$ cat src/include/mdcs_pkg.sv
/*
 * Constants, field layouts and state type for the multi-device sync
 * clock block. Assumes a single system clock domain; buffer and pin
 * signals are supplied by the serial port and pad logic around it.
 */
// Function
// - Auto sync enable bit turns on automatic mode; role bit picks master.
// - Master drives one-clock-wide sync pulses every fourth system clock.
// - Slave compares its divider to sampled pulses, stalls one cycle.
// - Automatic procedure aligns slaves within three divided clock periods.
// - Two-bit offset field covers 0 to 3 clocks delay; resets to 00.
// - Slave sets status flag when out of sync; cleared by a read.
// - Mask bit holds status low; sync keeps running regardless of flag.
// - Commit clearing manual software bit stalls divider exactly one cycle.
// - Each one-cycle stall shifts divided clock by a quarter period, 90 degrees.
// - Manual hardware mode stalls divider on each sync input rising edge.
// - Sync input idles high by pull-up; sync output unused when manual.
// - Divided sync clock comes from a divide-by-four counter, stall target.
// - Written values act only after the commit strobe moves them in.
package mdcs_pkg;

    ////////////////////////////////////////////////////////////////////////
    // Divider and comparison timing

    // Counter value in which the master emits its pulse
    localparam logic [1:0] CNT_PULSE  = 2'h0;
    // Counter step per enabled clock
    localparam logic [1:0] CNT_STEP   = 2'h1;
    // Counter reset value
    localparam logic [1:0] CNT_RST    = 2'h0;
    // Cycles from master counter zero to the second synchroniser stage
    localparam logic [1:0] SYNC_LAT   = 2'h2;
    // Synchroniser reset: pin idles high under its pull-up
    localparam logic [2:0] PIN_IDLE   = 3'h7;
    // Strobe synchroniser reset: no commit pending
    localparam logic [2:0] STB_IDLE   = 3'h0;
    // Delay line reset for the offset taps
    localparam logic [2:0] DLY_RST    = 3'h0;
    // Divided clock reset level
    localparam logic       SCLK_RST   = 1'b0;

    ////////////////////////////////////////////////////////////////////////
    // Register field layouts

    // Function register one, manual sync controls
    typedef struct packed {
        logic       hw_sync;   // Stall on each sync input rising edge
        logic       sw_sync;   // Stall when a commit clears this bit
    } mdcs_fr1_t;

    // Function register two, automatic sync controls and status
    typedef struct packed {
        logic       auto_en;   // Automatic sync enable
        logic       master;    // 1 master, 0 slave
        logic       status;    // Out of sync, clear on read
        logic       mask;      // Holds status low
        logic [1:0] rsvd;      // Reads as zero
        logic [1:0] offset;    // Propagation delay compensation
    } mdcs_fr2_t;

    localparam mdcs_fr1_t FR1_RST = '{hw_sync: 1'b0, sw_sync: 1'b0};
    localparam mdcs_fr2_t FR2_RST = '{auto_en: 1'b0, master: 1'b0,
                                      status: 1'b0, mask: 1'b0,
                                      rsvd: 2'h0, offset: 2'h0};
    localparam logic [1:0] RSVD_VAL = 2'h0;

    ////////////////////////////////////////////////////////////////////////
    // Complete module state

    typedef struct packed {
        logic [2:0] upd;       // Commit strobe sync stages and last level
        logic [2:0] sin;       // Sync input sync stages and last level
        logic [2:0] dly;       // Delayed copies of the sampled pulse
        logic [1:0] cnt;       // Divide-by-four counter
        logic       sync_clk;  // Divided clock output
        logic       sync_out;  // Master pulse output
        mdcs_fr1_t  fr1;       // Active function register one
        mdcs_fr2_t  fr2;       // Active function register two
    } mdcs_state_t;

endpackage

$ cat src/design/mdcs_top.sv
/*
 * Multi-device sync clock alignment: divide-by-four sync clock, master
 * pulse generation, slave comparison with offset, manual software and
 * hardware stalls, active register copies and the sync status flag.
 * Assumes the serial port presents buffered register values, a same-clock
 * read strobe for register two, and the commit strobe from a pin.
 */
`timescale 1ns/1ns
module mdcs_top (
    input  wire logic               clk,
    input  wire logic               arst_n,
    input  wire logic               clk_en,
    input  wire mdcs_pkg::mdcs_fr1_t function_reg_one_buf,
    input  wire mdcs_pkg::mdcs_fr2_t function_reg_two_buf,
    input  wire logic               io_update,
    input  wire logic               reg_two_read,
    input  wire logic               sync_in,
    output logic                    sync_out,
    output logic                    sync_clk,
    output mdcs_pkg::mdcs_fr1_t     function_reg_one,
    output mdcs_pkg::mdcs_fr2_t     function_reg_two
);

    ////////////////////////////////////////////////////////////////////////
    // Helpers

    // Modulo-four add, shared by divider step and expected phase
    function automatic logic [1:0] cnt_add(input logic [1:0] a,
                                           input logic [1:0] b);
        cnt_add = a + b;
    endfunction

    ////////////////////////////////////////////////////////////////////////
    // State

    mdcs_pkg::mdcs_state_t st;
    mdcs_pkg::mdcs_state_t next_st;

    logic       commit;
    logic       sin_rise;
    logic       tap;
    logic       slave_act;
    logic       sw_stall;
    logic       hw_stall;
    logic       mismatch;
    logic       stall;
    logic [1:0] expect_cnt;

    ////////////////////////////////////////////////////////////////////////
    // Next-state logic

    // Whole block in one process so all state freezes together
    always_comb begin
        next_st = st;

        // Pin stages: first flop only feeds the second
        next_st.upd = {st.upd[1:0], io_update};
        next_st.sin = {st.sin[1], st.sin[0], sync_in};

        // Commit on rising edge of the synchronised strobe
        commit   = st.upd[1] & ~st.upd[2];
        // Idle-high input gives no edge while floating
        sin_rise = st.sin[1] & ~st.sin[2];

        // Delay line gives the offset taps
        next_st.dly = {st.dly[1:0], st.sin[1]};
        unique case (st.fr2.offset)
            2'h0: tap = st.sin[1];
            2'h1: tap = st.dly[0];
            2'h2: tap = st.dly[1];
            2'h3: tap = st.dly[2];
        endcase

        // Aligned slave sits at synchroniser latency plus wire delay plus
        // tap delay; the offset code stands for both delays
        expect_cnt = cnt_add(cnt_add(mdcs_pkg::SYNC_LAT, st.fr2.offset),
                             st.fr2.offset);

        // Automatic slave comparison
        slave_act = st.fr2.auto_en & ~st.fr2.master;
        mismatch  = slave_act & tap & (st.cnt != expect_cnt);

        // Software stall only on the commit that clears the bit
        sw_stall = commit & st.fr1.sw_sync & ~function_reg_one_buf.sw_sync;
        // Hardware stall on each synchronised rising edge
        hw_stall = st.fr1.hw_sync & sin_rise;

        stall = sw_stall | hw_stall | mismatch;

        // One held cycle moves the phase by a quarter period
        if (stall) begin
            next_st.cnt = st.cnt;
        end else begin
            next_st.cnt = cnt_add(st.cnt, mdcs_pkg::CNT_STEP);
        end
        next_st.sync_clk = next_st.cnt[1];

        // Buffer values act only on commit; status is not writable
        if (commit) begin
            next_st.fr1             = function_reg_one_buf;
            next_st.fr2.auto_en     = function_reg_two_buf.auto_en;
            next_st.fr2.master      = function_reg_two_buf.master;
            next_st.fr2.mask        = function_reg_two_buf.mask;
            next_st.fr2.offset      = function_reg_two_buf.offset;
            next_st.fr2.rsvd        = mdcs_pkg::RSVD_VAL;
        end

        // Read clears the flag, but a new miss in that cycle wins
        if (reg_two_read) begin
            next_st.fr2.status = 1'b0;
        end
        if (mismatch) begin
            next_st.fr2.status = 1'b1;
        end
        // Mask only hides the flag; comparison keeps stalling
        if (next_st.fr2.mask) begin
            next_st.fr2.status = 1'b0;
        end

        // Master pulse, one clock wide once per four
        next_st.sync_out = next_st.fr2.auto_en & next_st.fr2.master &
                           (next_st.cnt == mdcs_pkg::CNT_PULSE);
    end

    ////////////////////////////////////////////////////////////////////////
    // State register

    // Clock enable low freezes everything, synchronisers included
    always_ff @(posedge clk or negedge arst_n) begin
        if (!arst_n) begin
            st.upd      <= mdcs_pkg::STB_IDLE;
            st.sin      <= mdcs_pkg::PIN_IDLE;
            st.dly      <= mdcs_pkg::DLY_RST;
            st.cnt      <= mdcs_pkg::CNT_RST;
            st.sync_clk <= mdcs_pkg::SCLK_RST;
            st.sync_out <= 1'b0;
            st.fr1      <= mdcs_pkg::FR1_RST;
            st.fr2      <= mdcs_pkg::FR2_RST;
        end else if (clk_en) begin
            st <= next_st;
        end
    end

    ////////////////////////////////////////////////////////////////////////
    // Outputs, all straight from state flops

    assign sync_out         = st.sync_out;
    assign sync_clk         = st.sync_clk;
    assign function_reg_one = st.fr1;
    assign function_reg_two = st.fr2;

    ////////////////////////////////////////////////////////////////////////
    // Assertions, sampled on enabled edges except the freeze check

    // Pulse only in master counter zero with automatic mode on
    master_pulse_a: assert property (
        @(posedge clk iff clk_en) disable iff (!arst_n)
        st.sync_out |-> (st.cnt == mdcs_pkg::CNT_PULSE) &&
                        st.fr2.auto_en && st.fr2.master)
        else $error("sync pulse outside master phase zero");

    // Undisturbed master repeats its pulse every fourth clock
    pulse_period_a: assert property (
        @(posedge clk iff clk_en) disable iff (!arst_n)
        (st.sync_out && !commit && !st.fr1.hw_sync && !st.upd[1])
        |=> !st.sync_out [*3] ##1 (st.sync_out || $past(commit) ||
            $past(commit, 2) || $past(commit, 3)))
        else $error("master pulse period is not four clocks");

    // Without a stall the divider steps by one
    div_step_a: assert property (
        @(posedge clk iff clk_en) disable iff (!arst_n)
        !stall |=> st.cnt == cnt_add($past(st.cnt), 2'h1))
        else $error("divider did not advance");

    // Any stall source holds the divider for one edge
    stall_hold_a: assert property (
        @(posedge clk iff clk_en) disable iff (!arst_n)
        stall |=> st.cnt == $past(st.cnt))
        else $error("stall did not hold the divider");

    // Slave miss holds the divider exactly one cycle
    slave_stall_a: assert property (
        @(posedge clk iff clk_en) disable iff (!arst_n)
        (slave_act && tap && st.cnt != expect_cnt)
        |=> st.cnt == $past(st.cnt))
        else $error("slave mismatch did not stall");

    // Slave with no delayed pulse never stalls on its own
    offset_tap_a: assert property (
        @(posedge clk iff clk_en) disable iff (!arst_n)
        (slave_act && !tap && !sw_stall && !hw_stall)
        |=> st.cnt == cnt_add($past(st.cnt), 2'h1))
        else $error("slave stalled without a delayed pulse");

    // Commit clearing the software bit stalls once
    sw_stall_a: assert property (
        @(posedge clk iff clk_en) disable iff (!arst_n)
        (commit && st.fr1.sw_sync && !function_reg_one_buf.sw_sync)
        |=> st.cnt == $past(st.cnt) && !st.fr1.sw_sync)
        else $error("software sync commit did not stall");

    // Any other commit leaves the divider running; a commit that
    // sets the software bit must not stall
    sw_keep_a: assert property (
        @(posedge clk iff clk_en) disable iff (!arst_n)
        (commit && !(st.fr1.sw_sync && !function_reg_one_buf.sw_sync) &&
         !hw_stall && !mismatch)
        |=> st.cnt == cnt_add($past(st.cnt), 2'h1))
        else $error("commit stalled without clearing software bit");

    // Hardware mode edge stalls the divider
    hw_stall_a: assert property (
        @(posedge clk iff clk_en) disable iff (!arst_n)
        (st.fr1.hw_sync && st.sin[1] && !st.sin[2])
        |=> st.cnt == $past(st.cnt))
        else $error("hardware sync edge did not stall");

    // Input edges are ignored while hardware mode is off
    hw_idle_a: assert property (
        @(posedge clk iff clk_en) disable iff (!arst_n)
        (sin_rise && !st.fr1.hw_sync && !sw_stall && !mismatch)
        |=> st.cnt == cnt_add($past(st.cnt), 2'h1))
        else $error("sync input edge stalled outside hardware mode");

    // Masked flag stays low
    status_mask_a: assert property (
        @(posedge clk iff clk_en) disable iff (!arst_n)
        st.fr2.mask |-> !st.fr2.status)
        else $error("masked status flag is high");

    // Unmasked miss raises the flag, also over a read
    status_set_a: assert property (
        @(posedge clk iff clk_en) disable iff (!arst_n)
        (mismatch && !commit && !st.fr2.mask) |=> st.fr2.status)
        else $error("status flag not set by slave miss");

    // Read with no new miss clears the flag
    status_clear_a: assert property (
        @(posedge clk iff clk_en) disable iff (!arst_n)
        (reg_two_read && !mismatch) |=> !st.fr2.status)
        else $error("status flag not cleared by read");

    // Only a slave miss can raise the flag
    status_source_a: assert property (
        @(posedge clk iff clk_en) disable iff (!arst_n)
        $rose(st.fr2.status) |-> $past(mismatch))
        else $error("status flag rose without a miss");

    // Committed controls match the buffer one edge later
    commit_copy_a: assert property (
        @(posedge clk iff clk_en) disable iff (!arst_n)
        commit |=> st.fr1 == $past(function_reg_one_buf) &&
                   st.fr2.offset == $past(function_reg_two_buf.offset) &&
                   st.fr2.rsvd == 2'h0)
        else $error("commit did not load active registers");

    // A strobe held high commits only once
    commit_once_a: assert property (
        @(posedge clk iff clk_en) disable iff (!arst_n)
        commit |=> !commit)
        else $error("held commit strobe committed twice");

    // Without a commit the buffer never reaches the active copies
    buffer_hold_a: assert property (
        @(posedge clk iff clk_en) disable iff (!arst_n)
        !commit |=> $stable(st.fr1) && $stable(st.fr2.auto_en) &&
                    $stable(st.fr2.master) && $stable(st.fr2.mask) &&
                    $stable(st.fr2.offset))
        else $error("active register changed without commit");

    // Reserved field always reads zero
    rsvd_zero_a: assert property (
        @(posedge clk iff clk_en) disable iff (!arst_n)
        st.fr2.rsvd == mdcs_pkg::RSVD_VAL)
        else $error("reserved field is not zero");

    // Divided clock tracks the upper counter bit
    sync_clk_a: assert property (
        @(posedge clk iff clk_en) disable iff (!arst_n)
        st.sync_clk == st.cnt[1])
        else $error("divided clock out of step with counter");

    // Pulse output quiet while automatic mode is off
    quiet_manual_a: assert property (
        @(posedge clk iff clk_en) disable iff (!arst_n)
        !st.fr2.auto_en |-> !st.sync_out)
        else $error("sync pulse driven in manual mode");

    // A slave never drives pulses of its own
    slave_quiet_a: assert property (
        @(posedge clk iff clk_en) disable iff (!arst_n)
        slave_act |-> !st.sync_out)
        else $error("slave drove a sync pulse");

    // Freeze check looks at every edge, so it keeps its own clock;
    // a disabled edge must leave all state alone
    freeze_hold_a: assert property (
        @(posedge clk) disable iff (!arst_n)
        !clk_en |=> $stable(st))
        else $error("state changed while clock enable was low");

endmodule

$ cat config.mk
export PLATFORM = sky130hd
export DESIGN_NAME = mdcs_top
export DESIGN_NICKNAME = d
export VERILOG_FILES = /design/src/include/mdcs_pkg.sv /design/src/design/mdcs_top.sv
export SDC_FILE = /design/constraint.sdc
export NUM_CORES = 1
export LEC_CHECK = 0
export BUFFER_PORTS_ARGS = -buffer_cell sky130_fd_sc_hd__buf_2
export CAP_MARGIN = 20
export CORE_MARGIN = 3
export CORE_UTILIZATION = 30
export CTS_CLUSTER_DIAMETER = 60
export CTS_CLUSTER_SIZE = 25
export DETAILED_ROUTE_END_ITERATION = 16
export PLACE_DENSITY = 0.55
export SLEW_MARGIN = 0
export SYNTH_ARGS = -nofsm -noshare
export SYNTH_HDL_FRONTEND = slang
export SYNTH_SLANG_ARGS = --single-unit
$ cat constraint.sdc
create_clock -name clk -period 1.4 [get_ports clk]
set_input_delay 0.07 -clock clk [delete_from_list [all_inputs] [get_ports clk]]
set_output_delay 0.07 -clock clk [all_outputs]
set_load 0.03 [all_outputs]
==> flow_results.xml <==
<?xml version="1.0" encoding="UTF-8"?>
<metrics>
  <group name="power">
    <metric name="comb_power_share" unit="%">43.9</metric>
    <metric name="p_sw" unit="uW">937</metric>
    <metric name="internal-power" unit="mW">1.53</metric>
    <metric name="power.sequential.fraction" unit="%">37.1</metric>
    <metric name="net_sw_share" unit="%">37.9</metric>
    <metric name="totalPowerFinal" unit="mW">2.47</metric>
    <metric name="p_clk_share" unit="%">19.0</metric>
    <metric name="power_density" unit="nW/um^2">1820</metric>
    <metric name="p_leak" unit="nW">0.597</metric>
    <metric name="ir_drop" unit="mV">0.761</metric>
  </group>
  <group name="yosys">
    <metric name="yosys.area.top_type_share" unit="%">40.8</metric>
    <metric name="synth_enable_flop_cells" unit="">0</metric>
    <metric name="netlist_area" unit="um^2">1040</metric>
    <metric name="synth.yosys.seq_area_share" unit="%">48.3</metric>
    <metric name="synth-main-ff-cell" unit="">sky130_fd_sc_hd__dfrtp_1</metric>
    <metric name="ys_warn_count" unit="">0</metric>
    <metric name="leading_area_contributor_after_synthesis" unit="">sky130_fd_sc_hd__dfrtp_1</metric>
    <metric name="synth_area_leaders" unit="">sky130_fd_sc_hd__dfrtp_1 41%, sky130_fd_sc_hd__mux2_2 15%, sky130_fd_sc_hd__dfstp_2 7.6%</metric>
    <metric name="postSynth.asyncResetShare" unit="%">100</metric>
    <metric name="post-synth-top-count-cell" unit="">sky130_fd_sc_hd__dfrtp_1</metric>
    <metric name="synth.ff_latch_count" unit="">20</metric>
    <metric name="synthCells" unit="">82</metric>
    <metric name="yosysUniqueCellTypes" unit="">32</metric>
    <metric name="postSynthAreaPerCell" unit="um^2">12.7</metric>
    <metric name="synth_top_cells_by_count" unit="">17 x sky130_fd_sc_hd__dfrtp_1, 14 x sky130_fd_sc_hd__mux2_2, 10 x sky130_fd_sc_hd__buf_4</metric>
  </group>
  <group name="min_path">
    <metric name="worst_hold_startpoint" unit="">function_reg_two_buf[4]</metric>
    <metric name="hold_path_class" unit="">input port to flip-flop</metric>
  </group>
  <group name="sta">
    <metric name="unrepaired_setup_endpoints_after_global_routing" unit="">true</metric>
    <metric name="postLayoutSetupSlackWorst" unit="ns">-0.0766</metric>
    <metric name="post-route-period-util" unit="%">105</metric>
    <metric name="final-setup-viol-count" unit="">4</metric>
    <metric name="clock-skew-final" unit="ns">0.00240</metric>
    <metric name="final_period_minus_worst_setup_slack" unit="ns">1.48</metric>
    <metric name="achievable_clock_frequency" unit="MHz">677</metric>
    <metric name="timing.final.max_slew_violations" unit="">0</metric>
    <metric name="hold_fails_final_rpt" unit="">0</metric>
  </group>
  <group name="setup_path">
    <metric name="biggest_cell_delay_along_the_critical_path" unit="ns">0.45</metric>
    <metric name="critical_path.endpoint_type" unit="">flip-flop</metric>
    <metric name="worst-endpoint-arrival" unit="ns">1.69</metric>
    <metric name="reg2reg_slack" unit="ns">-0.08</metric>
    <metric name="crit_path_start_kind" unit="">flip-flop</metric>
    <metric name="crit_path_start" unit="">function_reg_two[1]$_DFFE_PN0P_</metric>
    <metric name="critical_path_peak_fanout" unit="">5</metric>
    <metric name="crit_path_cell_trace" unit="">mux2i_2 -&gt; o32ai_4 -&gt; a2111o_1 -&gt; o311ai_2</metric>
    <metric name="cpLargestDelayFamily" unit="">compound AO/OA/AOI/OAI gates</metric>
    <metric name="timing_worst_setup_path_type" unit="">flip-flop to flip-flop</metric>
    <metric name="critPathBufInv" unit="">0</metric>
    <metric name="required" unit="ns">1.61</metric>
    <metric name="critical-path-slowest-cell" unit="">sky130_fd_sc_hd__dfrtp_1</metric>
    <metric name="reg2reg_from" unit="">function_reg_two[1]$_DFFE_PN0P_</metric>
  </group>
  <group name="layout">
    <metric name="antenna_cells_inserted" unit="">0</metric>
    <metric name="final_util" unit="%">42.6</metric>
    <metric name="final_nets" unit="">129</metric>
    <metric name="layout-drive-gt1-share" unit="%">59.8</metric>
    <metric name="finish.instance_area" unit="um^2">1360</metric>
    <metric name="area_delta_synth_final" unit="%">29.9</metric>
    <metric name="layoutNonFillerInstCount" unit="">156</metric>
  </group>
  <group name="outcome">
    <metric name="violations_in_the_final_reports" unit="">negative setup slack</metric>
    <metric name="outcome" unit="">complete, but fails checks</metric>
  </group>
  <group name="floorplanning">
    <metric name="die_w" unit="um">65.0</metric>
    <metric name="dieHeight" unit="um">65.0</metric>
    <metric name="ioPinCount" unit="">28</metric>
    <metric name="die_area" unit="um^2">4220</metric>
    <metric name="core.rowCount" unit="">20</metric>
    <metric name="core_area" unit="um^2">3180</metric>
    <metric name="start_util" unit="%">32.8</metric>
  </group>
  <group name="global_route">
    <metric name="globalRouteMet1Util" unit="%">12.0</metric>
    <metric name="aggregate_global_route_resource_usage" unit="%">9.65</metric>
    <metric name="antenna_violations_before_repair" unit="">0</metric>
    <metric name="groute.layer.met2.usage" unit="%">16.0</metric>
    <metric name="global_route.overflow_total" unit="">0</metric>
    <metric name="grt_start_max_net_pins" unit="">21</metric>
    <metric name="gr_layer_usage_met3" unit="%">3.29</metric>
    <metric name="globalRoute.busiestLayer" unit="">met2</metric>
    <metric name="grt_pass1_wl" unit="um">3110</metric>
    <metric name="first_global_vias" unit="">709</metric>
  </group>
  <group name="detailed_routing">
    <metric name="per_cell_via_count_in_the_routed_design" unit="">4.54</metric>
    <metric name="detail_route.wirelength" unit="um">1920</metric>
    <metric name="detail_route.wl_per_cell" unit="um">12.3</metric>
    <metric name="antenna_violating_nets_post_route" unit="">0</metric>
    <metric name="drtPass1Iterations" unit="">4</metric>
    <metric name="detailed_route_via_count" unit="">708</metric>
    <metric name="drt_first_iter_violations" unit="">18</metric>
    <metric name="route.detailed.drc" unit="">0</metric>
  </group>
  <group name="clock_network">
    <metric name="cts.sink_count" unit="">20</metric>
    <metric name="cts_max_level" unit="">1</metric>
    <metric name="numCtsBuffers" unit="">3</metric>
    <metric name="cts.path.max_buffers" unit="">2</metric>
    <metric name="cts_tree" unit="">built</metric>
    <metric name="cts.clk_slew.worst_paths" unit="ns">0.12</metric>
    <metric name="clk_root_buffer_cell" unit="">sky130_fd_sc_hd__clkbuf_4</metric>
    <metric name="clock_insertion_delay_worst_skew" unit="ns">0.30</metric>
  </group>
  <group name="placement">
    <metric name="numPortBuffers" unit="">22</metric>
    <metric name="dpl-instance-area" unit="um^2">1210</metric>
    <metric name="dpl.hpwl" unit="um">1430</metric>
    <metric name="number_of_placed_cells_counting_well_taps" unit="">145</metric>
    <metric name="routabilityCongestion" unit="">0.701</metric>
  </group>
  <group name="flow_run">
    <metric name="max_cap_violations" unit="">0</metric>
  </group>
</metrics>
==> cells in the final DEF, fill, tap and decap left out, drive strengths merged, types with 2 or more instances in the layout <==
cell type    count
nand2            4
dfrtp           17
dlygate4sd3      6
o32ai            3
clkbuf           3
mux2i            2
conb             2
o21ai            3
mux2            15
buf             31
inv              6
dfstp            3
==> kinds of logic (layout without fill, tap and decap cells) <==
| kind of cell | Yosys count | in the layout | share of synthesized area, % |
|---|---|---|---|
| DFF | 20 | 20 | 48.3 |
| buffers and inverters | 18 | 47 | 10.2 |
| muxes | 17 | 17 | 18.1 |
| AOI/OAI and AO/OA | 13 | 13 | 15.3 |
| and+or+nand+nor | 11 | 11 | 6.00 |
| xor gates and xnor gates | 2 | 2 | 1.68 |
| other | 1 | 2 | 0.359 |
==> state kept, by name, summed over array words and instances (netlist names) <==
signal            count
sync_out              1
next_st               6
function_reg_one      2
st                    5
function_reg_two      6
==> what timing repair did <==
action	in CTS	in global routing
endpoints found under the hold margin	22	0
gates resized for setup	1	3
buffers inserted	0	1
hold buffers	6	0
pin swaps	1	4
endpoints found under the setup margin	5	4
==> power groups by stage <==
stage	Combinational, mW	Clock, mW	Sequential, mW
floorplan	0.828	0	0.951
global placement	1.02	0	0.917
detailed placement	1.04	0	0.928
CTS	1.05	0.492	0.916
global route	1.16	0.507	0.940
finish	1.08	0.471	0.917
==> final cells by class <==
| type | instances | area, um^2 |
|---|---|---|
| fill | 313 | 1820 |
| sequential | 20 | 505 |
| multi-input combinational | 45 | 482 |
| timing repair buffer | 37 | 238 |
| tap | 44 | 55.1 |
| clock inverter | 1 | 30.0 |
| clock buffer | 3 | 22.5 |
| inverter | 6 | 22.5 |
==> worst register-to-register path: cells and delay by family (launching register included) <==
kind / cells / cell delay, ns
AO/OA/AOI/OAI: 3 / 0.66
flip-flops: 1 / 0.45
multiplexers: 1 / 0.28
==> per-stage QoR <==
step                      hold slack, ns  setup WS (ns)  setup TNS (ns)
after floorplan                   -0.226        -0.0203         -0.0237
after global placement            0.0465        -0.0115         -0.0140
after detailed placement          0.0527        -0.0520         -0.0921
after CTS                       0.000338        -0.0756          -0.189
after global routing             0.00659         -0.143          -0.456
final                            0.00650        -0.0766          -0.150
==> final timing paths <==
kind / end / depth (start not counted)
max: sync_out$_DFFE_PN0P_ / 4
min: function_reg_two[4]$_DFFE_PN0P_ / 2
max reg2reg: sync_out$_DFFE_PN0P_ / 4
min reg2reg: sync_out$_DFFE_PN0P_ / 2
max in group asynchronous: st[19]$_DFFE_PN1P_ / 2
min in group asynchronous: function_reg_two[0]$_DFFE_PN0P_ / 2
==> metal layers <==
layer / share of wire (%) / wire, um
met1: 45 / 863
met2: 50 / 955
met3: 5.0 / 96
met4: 0.42 / 8
met5: 0 / 0
Power figures use the tool's default switching activity.
